## config.mk

```make
export PLATFORM = sky130hd
export DESIGN_NAME = orlp_exec
export DESIGN_NICKNAME = d
export VERILOG_FILES = /design/src/core/orlp_pkg.sv /design/src/core/orlp_exec.sv /design/src/core/orlp_phase_gen.sv
export SDC_FILE = /design/constraint.sdc
export NUM_CORES = 1
export LEC_CHECK = 0
export ABC_AREA = 1
export BUFFER_PORTS_ARGS = -buffer_cell sky130_fd_sc_hd__buf_2
export CAP_MARGIN = 20
export CORE_MARGIN = 2
export CORE_UTILIZATION = 45
export CTS_BUF_LIST = sky130_fd_sc_hd__clkbuf_16
export DETAILED_ROUTE_END_ITERATION = 6
export GPL_TIMING_DRIVEN = 0
export PLACE_DENSITY = 0.86
export SYNTH_ARGS = -nofsm -noshare
export SYNTH_HDL_FRONTEND = slang
export SYNTH_HIERARCHICAL = 1
export SYNTH_SLANG_ARGS = --single-unit
```

## constraint.sdc

```tcl
create_clock -name clk -period 2.2 [get_ports clk]
set_clock_uncertainty 0.15 [all_clocks]
set_input_delay 0.44 -clock clk [delete_from_list [all_inputs] [get_ports clk]]
set_output_delay 0.44 -clock clk [all_outputs]
set_load 0.05 [all_outputs]
```

## src/core/orlp_pkg.sv

```systemverilog
// Shared constants and carrier types for the OR / pointer-load executor
package orlp_pkg;

    // Instruction phases within one instruction cycle
    typedef enum logic [1:0] {
        PH_Q1 = 2'b00,
        PH_Q2 = 2'b01,
        PH_Q3 = 2'b10,
        PH_Q4 = 2'b11
    } orlp_phase_t;

    // Operation held between phases
    typedef enum logic [1:0] {
        OP_NONE   = 2'b00,
        OP_OR     = 2'b01,
        OP_PTR_HI = 2'b10,
        OP_PTR_LO = 2'b11
    } orlp_op_t;

    // Opcode prefixes and field positions
    localparam logic [5:0] OR_PREFIX = 6'h04;
    localparam logic [9:0] PTR_PREFIX = 10'h3b8;
    localparam logic [7:0] PTR_SECOND_PREFIX = 8'hf0;
    localparam logic [1:0] PTR_IDX_ILLEGAL = 2'h3;
    localparam int DEST_BIT = 9;
    localparam int BANK_BIT = 8;
    localparam int PTR_IDX_LSB = 4;
    localparam int NEG_BIT = 7;

    // Access bank layout: low half in bank 0, high half in the top bank
    localparam logic [3:0] ACCESS_LOW_BANK = 4'h0;
    localparam logic [3:0] ACCESS_HIGH_BANK = 4'hf;
    localparam int ACCESS_SPLIT_BIT = 7;

    // Control and status registers
    localparam logic [3:0] REG_CTRL = 4'h0;
    localparam logic [3:0] REG_STATUS = 4'h1;
    localparam int CTRL_ENABLE_BIT = 0;
    localparam logic [7:0] CTRL_RESET = 8'h01;
    localparam int STATUS_PEND_BIT = 0;
    localparam int STATUS_PHASE_LSB = 1;
    localparam int STATUS_OP_LSB = 3;

    typedef struct packed {
        logic [11:0] addr;
        logic rd;
        logic wr;
        logic [7:0] wdata;
    } orlp_mem_req_t;

    typedef struct packed {
        logic we_hi;
        logic we_lo;
        logic [1:0] sel;
        logic [7:0] data;
    } orlp_ptr_wr_t;

    typedef struct packed {
        logic we;
        logic neg;
        logic zero;
    } orlp_flag_t;

endpackage

```

## src/core/orlp_exec.sv

```systemverilog
// Decode and execute of the OR-with-file and pointer-load instructions
//
// The implementer's own choices: the strobed register port and the placing of the registers.
`timescale 1ns/10ps
module orlp_exec
    import orlp_pkg::*;
(
    // Clock and reset
    input wire logic clk,
    input wire logic sys_rst,
    // Instruction stream, sampled during Q1
    input wire logic [15:0] instr_word,
    output logic word_sample,
    // Core state read by the block
    input wire logic [7:0] accum,
    input wire logic [3:0] bank_selector,
    // Data memory port, read data one cycle after the read strobe
    output orlp_mem_req_t mem,
    input wire logic [7:0] mem_rdata,
    // Writes into the core
    output logic accum_we,
    output logic [7:0] accum_wdata,
    output orlp_flag_t flags,
    output orlp_ptr_wr_t ptr,
    // Register port
    input wire logic [3:0] reg_addr,
    input wire logic [7:0] reg_wdata,
    input wire logic reg_wr,
    input wire logic reg_rd,
    output logic [7:0] reg_rdata
);

    orlp_phase_t phase;
    orlp_op_t op, next_op;
    logic pend, next_pend;
    logic dest_file, next_dest_file;
    logic [11:0] lit, next_lit;
    logic [1:0] idx, next_idx;
    orlp_mem_req_t next_mem;
    logic next_accum_we;
    logic [7:0] next_accum_wdata;
    orlp_flag_t next_flags;
    orlp_ptr_wr_t next_ptr;
    logic [7:0] ctrl, next_ctrl;
    logic [7:0] next_reg_rdata;
    logic enable, sec_hit, or_hit, ptr_hit;
    logic [3:0] access_bank;
    logic [7:0] result;

    orlp_phase_gen i_orlp_phase_gen (
        .clk(clk),
        .sys_rst(sys_rst),
        .phase(phase)
    );

    assign word_sample = (phase == PH_Q1);
    assign enable = ctrl[CTRL_ENABLE_BIT];

    assign sec_hit = enable && pend && instr_word[15:8] == PTR_SECOND_PREFIX;
    assign or_hit = enable && !sec_hit && instr_word[15:10] == OR_PREFIX;
    // first word, index 3 is not a pointer
    assign ptr_hit = enable && !sec_hit && instr_word[15:6] == PTR_PREFIX
        && instr_word[5:4] != PTR_IDX_ILLEGAL;

    assign access_bank = instr_word[ACCESS_SPLIT_BIT] ? ACCESS_HIGH_BANK
                                                      : ACCESS_LOW_BANK;
    assign result = accum | mem_rdata;

    always_comb begin
        next_op = op;
        next_pend = pend;
        next_dest_file = dest_file;
        next_lit = lit;
        next_idx = idx;
        next_mem = mem;
        next_mem.rd = 1'b0;
        next_mem.wr = 1'b0;
        next_accum_we = 1'b0;
        next_accum_wdata = accum_wdata;
        next_flags = flags;
        next_flags.we = 1'b0;
        next_ptr = ptr;
        next_ptr.we_hi = 1'b0;
        next_ptr.we_lo = 1'b0;
        unique case (phase)
            PH_Q1: begin
                // A missing second word drops the pending pointer load
                next_pend = 1'b0;
                next_op = OP_NONE;
                if (sec_hit) begin
                    next_op = OP_PTR_LO;
                    next_lit[7:0] = instr_word[7:0];
                end else if (or_hit) begin
                    next_op = OP_OR;
                    next_dest_file = instr_word[DEST_BIT];
                    next_mem.rd = 1'b1;
                    next_mem.addr[7:0] = instr_word[7:0];
                    if (instr_word[BANK_BIT]) begin
                        next_mem.addr[11:8] = bank_selector;
                    end else begin
                        next_mem.addr[11:8] = access_bank;
                    end
                end else if (ptr_hit) begin
                    next_op = OP_PTR_HI;
                    next_idx = instr_word[PTR_IDX_LSB +: 2];
                    next_lit[11:8] = instr_word[3:0];
                end
            end
            PH_Q2: begin
            end
            PH_Q3: begin
                if (op == OP_OR) begin
                    next_accum_we = !dest_file;
                    next_mem.wr = dest_file;
                    next_accum_wdata = result;
                    next_mem.wdata = result;
                    next_flags.we = 1'b1;
                    next_flags.neg = result[NEG_BIT];
                    next_flags.zero = (result == 8'h00);
                end else if (op == OP_PTR_HI) begin
                    next_ptr.we_hi = 1'b1;
                    next_ptr.sel = idx;
                    next_ptr.data = {4'h0, lit[11:8]};
                    next_pend = 1'b1;
                end else if (op == OP_PTR_LO) begin
                    next_ptr.we_lo = 1'b1;
                    next_ptr.sel = idx;
                    next_ptr.data = lit[7:0];
                end
            end
            PH_Q4: begin
                next_op = OP_NONE;
            end
        endcase
    end

    always_comb begin
        next_ctrl = ctrl;
        next_reg_rdata = 8'h00;
        if (reg_wr && reg_addr == REG_CTRL) begin
            next_ctrl = reg_wdata;
        end
        if (reg_rd) begin
            if (reg_addr == REG_CTRL) begin
                next_reg_rdata = ctrl;
            end else if (reg_addr == REG_STATUS) begin
                next_reg_rdata[STATUS_PEND_BIT] = pend;
                next_reg_rdata[STATUS_PHASE_LSB +: 2] = phase;
                next_reg_rdata[STATUS_OP_LSB +: 2] = op;
            end
        end
    end

    always_ff @(posedge clk or posedge sys_rst) begin
        if (sys_rst) begin
            op <= OP_NONE;
            pend <= 1'b0;
            dest_file <= 1'b1;
            lit <= 12'h000;
            idx <= 2'h0;
            mem <= '0;
            accum_we <= 1'b0;
            accum_wdata <= 8'h00;
            flags <= '0;
            ptr <= '0;
            ctrl <= CTRL_RESET;
            reg_rdata <= 8'h00;
        end else begin
            op <= next_op;
            pend <= next_pend;
            dest_file <= next_dest_file;
            lit <= next_lit;
            idx <= next_idx;
            mem <= next_mem;
            accum_we <= next_accum_we;
            accum_wdata <= next_accum_wdata;
            flags <= next_flags;
            ptr <= next_ptr;
            ctrl <= next_ctrl;
            reg_rdata <= next_reg_rdata;
        end
    end
endmodule

```

## src/core/orlp_phase_gen.sv

```systemverilog
// Four-phase sequencer that splits the instruction cycle into Q1..Q4
`timescale 1ns/10ps
module orlp_phase_gen
    import orlp_pkg::*;
(
    // Clock and reset
    input wire logic clk,
    input wire logic sys_rst,
    // Current phase
    output orlp_phase_t phase
);

    orlp_phase_t next_phase;

    always_comb begin
        unique case (phase)
            PH_Q1: next_phase = PH_Q2;
            PH_Q2: next_phase = PH_Q3;
            PH_Q3: next_phase = PH_Q4;
            PH_Q4: next_phase = PH_Q1;
        endcase
    end

    always_ff @(posedge clk or posedge sys_rst) begin
        if (sys_rst) begin
            phase <= PH_Q1;
        end else begin
            phase <= next_phase;
        end
    end

endmodule

```

After elaboration in Yosys (flattened, before gate mapping):

Cells that the tools add are included.

* logic and storage cells: 88
* bits of input ports: 52
* output and inout bits: 55
* flip-flop bits (word level): 74

* reduce and logical (&&, ||, !) cells: 21
* mux-type cells: 29
* bitwise logic cells: 4
* equal/unequal tests: 13

Operator list (number)
* 2-to-1 mux 12 bit: 2
* 2-to-1 mux 9 bit: 2
* 2-to-1 mux 11 bit: 1
* == test 10 bit (second input constant): 1
* 2-to-1 mux 10 bit: 1
* 2-to-1 mux 5 bit: 2
* 2-to-1 mux 1 bit: 9
* 2-to-1 mux 3 bit: 3
* AND reduction 3 bit: 3
* == test 2 bit (second input constant): 4
* == test 8 bit (second input constant): 1
* logical NOT 8 bit: 1
* 2-to-1 mux 4 bit: 2
* 2-to-1 mux 8 bit: 1
* bitwise OR 8 bit: 1
* one-hot mux 2 bit (4 select lines): 1
* logical AND 1 bit: 7
* == test 6 x 3 -> 1 bit (second input constant): 1
* 2-to-1 mux 2 bit: 3
* inequality test 2 bit (second input constant): 3
* nonzero test 2 bit: 3
* == test 2 x 1 -> 1 bit (second input constant): 2
* == test 4 x 1 -> 1 bit (second input constant): 1
* logical NOT 4 bit: 1
* other kinds (7): 11

Depth between registers and ports, before layout:

Gate-level depths: netlist (run 1).

* word-level depth: 10
* mapped depth: 8
* mapped depth without buffers: 8

Modules after synthesis:

Netlist (run 1), hierarchy kept.

By module, submodules not included
* orlp_exec: cells each 356, area an instance 3161.8 um2, seq. area each 1779.2 um2, times used 1
* orlp_phase_gen: cells each 10, area an instance 97.6 um2, seq. area each 50.0 um2, times used 1

Worst setup path after synthesis (run 1):

Ideal clock, no wire load.

* kind: register to register
* start: reg i_orlp_phase_gen.phase[1]
* end: reg lit[0]
* slack: 0.311 ns
* path buffers: 1
* setup time: 0.117 ns
* cell stages (with the launch flop): 7
* clock period less this slack: 1.889 ns
* arrival time: 1.622 ns
* data required time: 1.933 ns
* cells stage by stage: dfrtp_1 > inv_1 > ha_1 > nand4_2 > buf_6 > nand2_2 > o21ai_2

* cells in the longest elaborated chain, start to end: 2

RTL lines
* from (decl): line orlp_phase_gen.sv:10 `output orlp_phase_t phase`
* from (signal assigned): line orlp_phase_gen.sv:28 `phase <= next_phase;`
* logical NOT 2 bit
* net word_sample: line orlp_exec.sv:13 `output logic word_sample,`
* AND reduction 2 bit (no line)
* to (signal assigned): line orlp_exec.sv:172 `lit <= next_lit;`
* to (decl): line orlp_exec.sv:37 `logic [11:0] lit, next_lit;`

The timed path passes the listed nets, and every way through them passes these cells.
A chain may end at the register's enable or synchronous reset.

Worst setup path in the final report (run 1):

* start: reg i_orlp_phase_gen.phase[0]
* end: out word_sample

* cells in the longest elaborated chain, start to end: 1

RTL lines
* logical NOT 2 bit: line orlp_exec.sv:56 `assign word_sample = (phase == PH_Q1);`
* to (decl): line orlp_exec.sv:13

No other way between the ends.

==> flow_summary.ini, run 1 <==
[run_status]
status = completed

[power_and_ir_drop]
leakage_nw = 2.43
power_density_mw_per_mm2 = 805
irDropWorstVdd_mv = 0.396

[synthesis]
yosys_warnings = 6
synth_area_leaders = dfrtp_1 55%, nand2_1 14%, inv_1 4.5%, nand3_1 3.4%, nand4_1 3.3%
yosys_register_bits = 73
synthDistinctLibCells = 31
ys_seq_area_share_pct = 56.1
netlist_area_mm2 = 0.00326
syn_inst = 366
synth_top_area_share_pct = 54.5
synth_largest_area_cell = dfrtp_1
synth.net_count = 423
syn_area_per_cell_um2 = 8.91

[timing]
maxSlewViolCount = 0
hold_viol = 0
setup_viol = 0
max-slew-margin-rel_pct = 46.3
grt_setup_unrepaired = no
fmax_mhz = 472
finalSetupTns_ps = 0
period_needed_ps = 2120
finalCritPeriodShare_pct = 96.3
tightestPinTransition_ps = 803
fin_ws_ps = 82.1

[final_layout]
areaGrowthSynthToFinish_pct = 30.9
final_nets = 542
drive_gt1_share_pct = 33.7
diodes = 0

[cts]
cts_inserted_buffers = 9
cts.clk_slew.worst_paths_ps = 60
cts.repair.resized = 0
post_cts_buffers = 0
htreeDepth = 3
ctsHoldBuffers = 1
cts.sinks = 73
cts_buffer_depth = 2
cts-root-buf = clkbuf_16
insertion_delay_ps = 320
cts_tree = built

[die]
io_pins = 107
start_util_pct = 45.7
die_x_um = 89.1
die_height_um = 89.1
core_mm2 = 0.00714
die_area_mm2 = 0.00794
rows = 31

[setup_path]
path_buf_inv = 2
slowest_delay_ps = 400
crit_path_start_kind = flop
critical_path.endpoint_type = output pin
slowest_stage = dfrtp_1
path_max_fanout = 6
worstPathArrival_ps = 1530
r2r_cells = 6
critPathKind = flop to output pin
worstSetupPathDepth = 3
path_delay_family = buffers and inverters
crit_required_ps = 1610
worstPathCellList = inv_1 -> ha_1 -> buf_2

[grt]
grt_start_max_net_pins = 38
global_route.overflow_total = 0
first_global_vias = 2756
antenna_found_initial = 0
track_usage_pct = 19.8
grt_pass1_wl_um = 12000

[placed_design]
dp_worst_setup_slack_ps = 396
place.gp.congestion = 0.928
place_hpwl_um = 5730
io_buffers = 106

[flow_run]
maxCapViolCount = 0

[detailed_routing]
routed_wl_um = 7630
routed-via-count = 2846
firstDrtPassIters = 4
drtIter0Drc = 172
drc_errors = 0
ant_nets = 0
routed_via_density = 4.83
wl_per_cell_um = 13.0

[hold_path]
hold_path.class = input pin to flop
whs_path_depth = 3
-- cells in the final DEF, fill, tap and decap left out, types with 2 or more instances in the layout --
cell type | Yosys | final
buf_2 | 3 | 109
nor2_1 | 23 | 23
or2_2 | 4 | 4
a22o_1 | 4 | 4
o21ai_2 | 8 | 8
dfstp_2 | 2 | 2
buf_6 | 2 | 2
clkinv_1 | 2 | 2
clkbuf_16 | 0 | 9
clkinvlp_4 | 0 | 5
o21ai_0 | 6 | 6
inv_1 | 39 | 38
dfrtp_1 | 71 | 71
ha_1 | 5 | 5
nor2_4 | 2 | 2
nand3_1 | 22 | 22
buf_4 | 10 | 10
nand2_1 | 122 | 122
nand4_1 | 17 | 17
a21oi_1 | 4 | 4
bufinv_16 | 0 | 2
nand2_2 | 4 | 4
nor3_1 | 3 | 3
clkbuf_1 | 3 | 3
-- final cells by class --
cell class | instances | area [µm²]
clock buffers | 9 | 225
plain buffers | 18 | 124
fillers | 666 | 2870
inverters | 42 | 161
flip-flops and latches | 73 | 1830
repair buffers | 108 | 561
well taps | 99 | 124
multi-input cells | 233 | 1150
clock inverters | 7 | 95.1
-- path summary, 6_finish.rpt --
path | start | endpoint | slack, ps
max | i_orlp_phase_gen/phase[0]$_DFF_PP0_ | word_sample | 80
min | reg_wdata[0] | ctrl[0]$_DFFE_PP1P_ | 190
max reg2reg | i_orlp_phase_gen/phase[0]$_DFF_PP0_ | flags[0]$_DFFE_PP0P_ | 370
min reg2reg | mem[20]$_DFFE_PP0P_ | mem[20]$_DFFE_PP0P_ | 310
max in group asynchronous | sys_rst | dest_file$_DFFE_PP1P_ | 540
min in group asynchronous | sys_rst | i_orlp_phase_gen/phase[0]$_DFF_PP0_ | 390
-- worst min-delay path, cell delays in order --
cell and delay [ps]:
buf_2 100, nor2_1 90, a21oi_1 40
-- sequential cells by signal (all words and copies together) (netlist names) --
name and flops:
accum_wdata 8, accum_we 1, ctrl 8, dest_file 1, flags 2, i_orlp_phase_gen/phase 2
idx 2, lit 12, mem 14, op 2, pend 1, ptr 12
reg_rdata 8
-- logic make-up after synthesis --
kind of cell,after synthesis,synth area share [%]
AND/OR/NAND/NOR,203,27.9
flip-flops,73,56.1
buffers and inverters,60,8.64
AO/OA/AOI/OAI,25,5.37
adder cells (fa/ha/maj),5,1.92
-- through the flow --
step | total power, mW | instances | hold slack [ps] | utilization, % | cell area (µm²)
global placement | 1.90 | 571 | 169 | 54.9 | 3920
global route | 3.56 | 589 | 209 | 59.8 | 4270
CTS | 3.47 | 589 | 193 | 59.8 | 4270
finish | 3.43 | 589 | 192 | 59.8 | 4270
detailed placement | 1.92 | 572 | 179 | 55.2 | 3940
floorplan | 1.77 | 366 | 31.2 | - | 3260
-- cells in the mapped netlist --
cell      instances
nand3_2           1
o21ai_0           6
inv_1            39
a21oi_1           4
clkinv_1          2
nor2_1           23
nand4_1          17
nand2_1         122
a22oi_1           1
buf_6             2
nor3_2            1
nor2_4            2
nand3_1          22
o21ai_2           8
buf_4            10
inv_2             1
o22ai_1           1
nor3_4            1
nand4_2           1
nor3_1            3
dfrtp_1          71
clkbuf_1          3
a22o_1            4
a31oi_1           1
ha_1              5
nand2_2           4
nor2_2            1
dfstp_2           2
buf_2             3
nand3b_1          1
or2_2             4
-- report_power, final --
| group | switching (mW) | internal [mW] |
|---|---|---|
| sequential | 0.0362 | 1.41 |
| clock | 0.549 | 0.989 |
| combinational | 0.319 | 0.129 |
| total | 0.905 | 2.53 |
-- layer usage --
metal  GRT usage [%]  vias to the layer above  share of wire [%]
met5               0                        -                  0
met4            10.3                        0                2.2
met3            3.42                       17                6.4
met2            35.1                       94                 50
met1            22.8                     1338                 42
li1                -                     1397                  -
(Power assumes the default switching activity.)
==> inputs of run 2 (changes only) <==
BUFFER_PORTS_ARGS = -buffer_cell sky130_fd_sc_hd__buf_4   (was -buffer_cell sky130_fd_sc_hd__buf_2)
SKIP_CTS_REPAIR_TIMING = 1   (was default)
==> run 2 against run 1 <==
Compared with the run above: via count shrank 1.4%; power grew 5.4%; sequential power is essentially flat; highest routed layer unchanged; clock-buffer cell count unchanged; combinational power up 12%; core utilization up 4.0 points; global-route usage down 0.34 points; critical endpoint unchanged; non-clock buffer count did not move; die area stayed put; fmax increased by 2.5%; worst hold slack better by 1.9 ps; critical path type unchanged; worst setup slack gained 51 ps.
==> flow_summary.ini, run 2 (same netlist as run 1, synthesis figures left out) <==
[setup_path]
timing.rr.end = pend$_DFFE_PP0P_
crit_path_end = word_sample
path_max_fanout = 6
critical_path.endpoint_type = output pin
path_buf_inv = 2
cp-startpoint = i_orlp_phase_gen/phase[0]$_DFF_PP0_
r2r_slack_ps = 400
slowest_stage = dfrtp_1
crit_path_start_kind = flop
r2r_cells = 4
worstPathArrival_ps = 1480
path_delay_family = flip-flops
crit_required_ps = 1610
slowest_delay_ps = 390
r2r-start = i_orlp_phase_gen/phase[0]$_DFF_PP0_
critPathKind = flop to output pin
worstSetupPathDepth = 3
worstPathCellList = inv_1 -> ha_1 -> buf_4

[die]
io_pins = 107
die_x_um = 89.1
die_area_mm2 = 0.00794
die_height_um = 89.1
core_mm2 = 0.00714
rows = 31
start_util_pct = 45.7

[cts]
cts_inserted_buffers = 9
cts-root-buf = clkbuf_16
cts.sinks = 73
cts.clk_slew.worst_paths_ps = 60
insertion_delay_ps = 330
cts_tree = built
htreeDepth = 3
cts_buffer_depth = 2

[power_and_ir_drop]
finalPower_mw = 3.62
power_density_mw_per_mm2 = 794
leakage_nw = 2.52
irDropWorstVdd_mv = 0.436

[timing]
grt_setup_unrepaired = no
tightestPinTransition_ps = 907
setup_viol = 0
fmax_mhz = 484
period_needed_ps = 2070
finalSetupTns_ps = 0
hold_viol = 0
maxSlewViolCount = 0
finalCritPeriodShare_pct = 93.9
max-slew-margin-rel_pct = 39.4

[final_layout]
top_regs = mem: 14 flops, lit: 12 flops, ptr: 12 flops
areaGrowthSynthToFinish_pct = 39.8
mostFrequentLayoutCell = nand2_1
final_nets = 542
diodes = 0
most-common-layout-cells = 122 x nand2_1, 116 x buf_4, 71 x dfrtp_1
nFillCells = 591
largest_reg_flops = 14
drive_gt1_share_pct = 33.7
top_register = mem

[grt]
use_met3_pct = 3.69
use_met1_pct = 24.2
grt_pass1_wl_um = 11800
global_route.overflow_total = 0
globalRouteMet2Util_pct = 33.1
antenna_found_initial = 0
busiest_layer = met2
track_usage_pct = 19.5
grt_start_max_net_pins = 41
first_global_vias = 2642

[detailed_routing]
ant_nets = 0
firstDrtPassIters = 5
wl_per_cell_um = 13.2
routed_wl_um = 7770
drtIter0Drc = 172
drc_errors = 0
routed_via_density = 4.76
routed-via-count = 2806

[placed_design]
place.gp.congestion = 0.901
place_hpwl_um = 5780
io_buffers = 106

[hold_path]
hold_path.class = input pin to flop

[run_status]
status = completed

[flow_run]
maxCapViolCount = 0
[run 2: cell count changes in the layout (fill, tap and decap cells not counted), sizes merged]
cell      change
clkinvlp      -2
clkinv        +1
bufinv        +1
[run 2: cell type report]
type | count | area, µm² | area share, %
Timing Repair Buffer | 108 | 826 | 18.1
Clock buffer | 9 | 225 | 4.94
Sequential cell | 73 | 1830 | 40.1
Multi-Input combinational cell | 233 | 1150 | 25.2
Buffer | 18 | 124 | 2.72
Inverter | 42 | 161 | 3.54
Tap cell | 99 | 124 | 2.72
Clock inverter | 7 | 119 | 2.61
[run 2: worst min path at each step]
stage | from | end | cells past startpoint
finish | reg_wdata[3] | ctrl[3]$_DFFE_PP0P_ | 3
global route | instr_word[9] | dest_file$_DFFE_PP1P_ | 3
CTS | sys_rst | i_orlp_phase_gen/phase[1]$_DFF_PP0_ | 2
detailed placement | sys_rst | i_orlp_phase_gen/phase[1]$_DFF_PP0_ | 2
global placement | sys_rst | i_orlp_phase_gen/phase[1]$_DFF_PP0_ | 2
floorplan | sys_rst | i_orlp_phase_gen/phase[0]$_DFF_PP0_ | 1
[run 2: layer usage]
layer	part of all wire, %	up-vias	wire length [µm]
li1	-	1393	-
met1	42	1304	3260
met2	50	103	3910
met3	6.5	6	502
met4	1.3	0	101
met5	0	-	0
[run 2: power breakdown]
| group | leakage [nW] | total [mW] | internal, mW | switching, mW |
|---|---|---|---|---|
| Sequential | 0.951 | 1.45 | 1.41 | 0.0390 |
| Combinational | 1.41 | 0.502 | 0.182 | 0.320 |
| Clock | 0.162 | 1.67 | 1.11 | 0.559 |
[run 2: worst reg2reg max path, cell delays in order, from the launching register on]
cell,delay (ps)
dfrtp_1,390
inv_1,120
ha_1,370
clkbuf_1,430
a22oi_1,190
[run 2: per-stage QoR]
stage	utilization, %	cells	worst slack (ps)	instance area [µm²]	hold WS, ps
after global placement	58.6	571	354	4180	170
after detailed placement	58.9	572	378	4200	175
after global routing	63.8	589	70.8	4560	207
after CTS	63.7	588	120	4550	-171
final	63.8	589	134	4560	194
after floorplan	-	366	311	3260	31.2
==> inputs of run 3 (changes only) <==
ABC_AREA = 0   (was 1)
PLACE_DENSITY = 0.87   (was 0.86)
==> run 3 against run 2 <==
Compared with the run above: worst hold slack improved by 5.4 ps; final area down 5.4%; non-clock buffer count shrank 1; first-iteration DRC count is 74% lower; critical endpoint is now lit[2]$_DFFE_PP0P_.
==> flow_summary.ini, run 3 <==
[timing]
setup_viol = 0
period_needed_ps = 2090
fmax_mhz = 477
hold_viol = 0
max-slew-margin-rel_pct = 41.9
tightestPinTransition_ps = 870
finalSetupTns_ps = 0
maxSlewViolCount = 0
finalCritPeriodShare_pct = 95.2
grt_setup_unrepaired = no
whs_ps = 200

[final_layout]
top_register = mem
top_regs = mem: 14 flops, lit: 12 flops, ptr: 12 flops
most-common-layout-cells = 114 x buf_4, 71 x dfrtp_1, 35 x nand2_1
final_nets = 434
areaGrowthSynthToFinish_pct = 39.0
multiInputGateArea_mm2 = 0.00112
drive_gt1_share_pct = 45.0
largest_reg_flops = 14
seq_area_mm2 = 0.00183
design_area_mm2 = 0.00431
nFillCells = 522
diodes = 0
mostFrequentLayoutCell = buf_4
final_util_pct = 64.2

[synthesis]
synth_commonest_cells = 71 x dfrtp_1, 35 x nand2_1, 31 x mux2_2
synth_edf_count = 0
yosysMostFrequentCell = dfrtp_1
ys_seq_area_share_pct = 59.0
synth_top_area_share_pct = 57.3
syn_inst = 259
synthDistinctLibCells = 38
synth-main-ff-cell = dfrtp_1
yosys_warnings = 6
synth_area_leaders = dfrtp_1 57%, mux2_2 11%, nand2_1 4.2%, mux2i_1 2.9%, o21ai_0 2.3%
netlist_area_mm2 = 0.00310
synth.net_count = 316
syn_area_per_cell_um2 = 12.0
yosys_register_bits = 73
synth_largest_area_cell = dfrtp_1
synthArstFlopShare_pct = 100

[placed_design]
place.gp.congestion = 0.767
io_buffers = 105
place_hpwl_um = 5300
placed_area_mm2 = 0.00402

[detailed_routing]
drc_errors = 0
routed_via_density = 5.00
wl_per_cell_um = 15.1
firstDrtPassIters = 4
ant_nets = 0
drtIter0Drc = 44
routed_wl_um = 6980
routed-via-count = 2308

[grt]
globalRouteMet2Util_pct = 33.9
grt_pass1_wl_um = 11100
track_usage_pct = 19.5
use_met3_pct = 4.45
grt_start_max_net_pins = 40
global_route.overflow_total = 0
use_met1_pct = 23.2
antenna_found_initial = 0
first_global_vias = 2332
busiest_layer = met2

[setup_path]
critPathKind = flop to flop
critical_path.endpoint_type = flop
crit_required_ps = 2260
worstPathArrival_ps = 2150
path_max_fanout = 10
crit_path_start_kind = flop

[cts]
cts-root-buf = clkbuf_16
cts_inserted_buffers = 9
insertion_delay_ps = 320
htreeDepth = 3
cts_tree = built
cts.clk_slew.worst_paths_ps = 60
cts_buffer_depth = 2
cts.sinks = 73

[power_and_ir_drop]
irDropWorstVdd_mv = 0.391
finalPower_mw = 3.19
p_switching_mw = 0.762
leakage_nw = 2.26
switching_share_pct = 23.9
power.internal_mw = 2.43
pwr-share-clk_pct = 43.4
pwr-share-seq_pct = 44.9
pwr-share-comb_pct = 11.7
power_density_mw_per_mm2 = 740

[die]
core_mm2 = 0.00672
die_area_mm2 = 0.00757
start_util_pct = 46.2
die_x_um = 87.0
io_pins = 107
die_height_um = 87.0
rows = 30

[hold_path]
hold_path.class = input pin to flop

[flow_run]
maxCapViolCount = 0

[run_status]
status = completed
==> run 3: cell types whose count changed after synthesis, moves of 5 or more <==
cell / delta
and2_1: +5
inv_1: -29
mux2_2: +31
mux2i_1: +9
nand2_1: -87
nand3_1: -18
nand4_1: -13
nor2_1: -6
o21ai_0: +8
o21ai_2: -8
==> run 3: power by group through the flow <==
stage                     clock network, mW  logic [mW]  registers [mW]
final                                  1.38       0.372            1.43
after global placement                    0       0.359            1.45
after global routing                   1.48       0.400            1.44
after CTS                              1.42       0.375            1.43
after detailed placement                  0       0.376            1.46
after floorplan                           0       0.146            1.52
==> run 3: worst paths after layout <==
kind,start,end,slack [ps],cells past startpoint
setup / recovery,i_orlp_phase_gen/phase[0]$_DFF_PP0_,lit[2]$_DFFE_PP0P_,110,7
hold / removal,reg_wdata[6],ctrl[6]$_DFFE_PP0P_,200,2
setup reg to reg,i_orlp_phase_gen/phase[0]$_DFF_PP0_,lit[2]$_DFFE_PP0P_,110,7
hold reg to reg,ptr[6]$_DFFE_PP0P_,ptr[6]$_DFFE_PP0P_,320,2
max in group asynchronous,sys_rst,dest_file$_DFFE_PP1P_,510,4
min in group asynchronous,sys_rst,i_orlp_phase_gen/phase[0]$_DFF_PP0_,390,3
==> run 3: layer usage <==
layer,vias to the layer above,wire (µm)
met3,6,326
met2,63,3680
li1,1130,-
met4,0,80
met5,-,0
met1,1109,2890
==> run 3: critical path, stage by stage, from the launching register on <==
cell and delay (ps):
dfrtp_1 420, inv_1 110, ha_2 220, and4bb_2 240
buf_6 140, and4_4 220, buf_6 140, mux2_2 340
==> run 3: metrics by stage <==
| stage | setup WS, ps | cells |
|---|---|---|
| 2_1_floorplan | 52.7 | 259 |
| 3_3_place_gp | 156 | 444 |
| 3_5_place_dp | 89.8 | 445 |
| 4_1_cts | 105 | 461 |
| 5_1_grt | 11.9 | 462 |
| 6_report | 106 | 462 |
==> run 3: cells by family after synthesis <==
| logic type | share of synthesized area, % |
|---|---|
| muxes | 14.2 |
| buffers and inverters | 5.00 |
| DFF | 59.0 |
| and+or+nand+nor | 14.9 |
| AOI/OAI and AO/OA | 4.96 |
| adders and majority gates | 2.02 |
==> run 3: layout make-up <==
class / count / share of cell area, %
timing repair buffer: 107 / 19.0
sequential: 73 / 42.4
clock inverter: 7 / 1.42
multi-input combinational: 158 / 26.0
clock buffer: 9 / 5.22
buffer: 18 / 2.73
inverter: 10 / 0.957
tap: 80 / 2.32
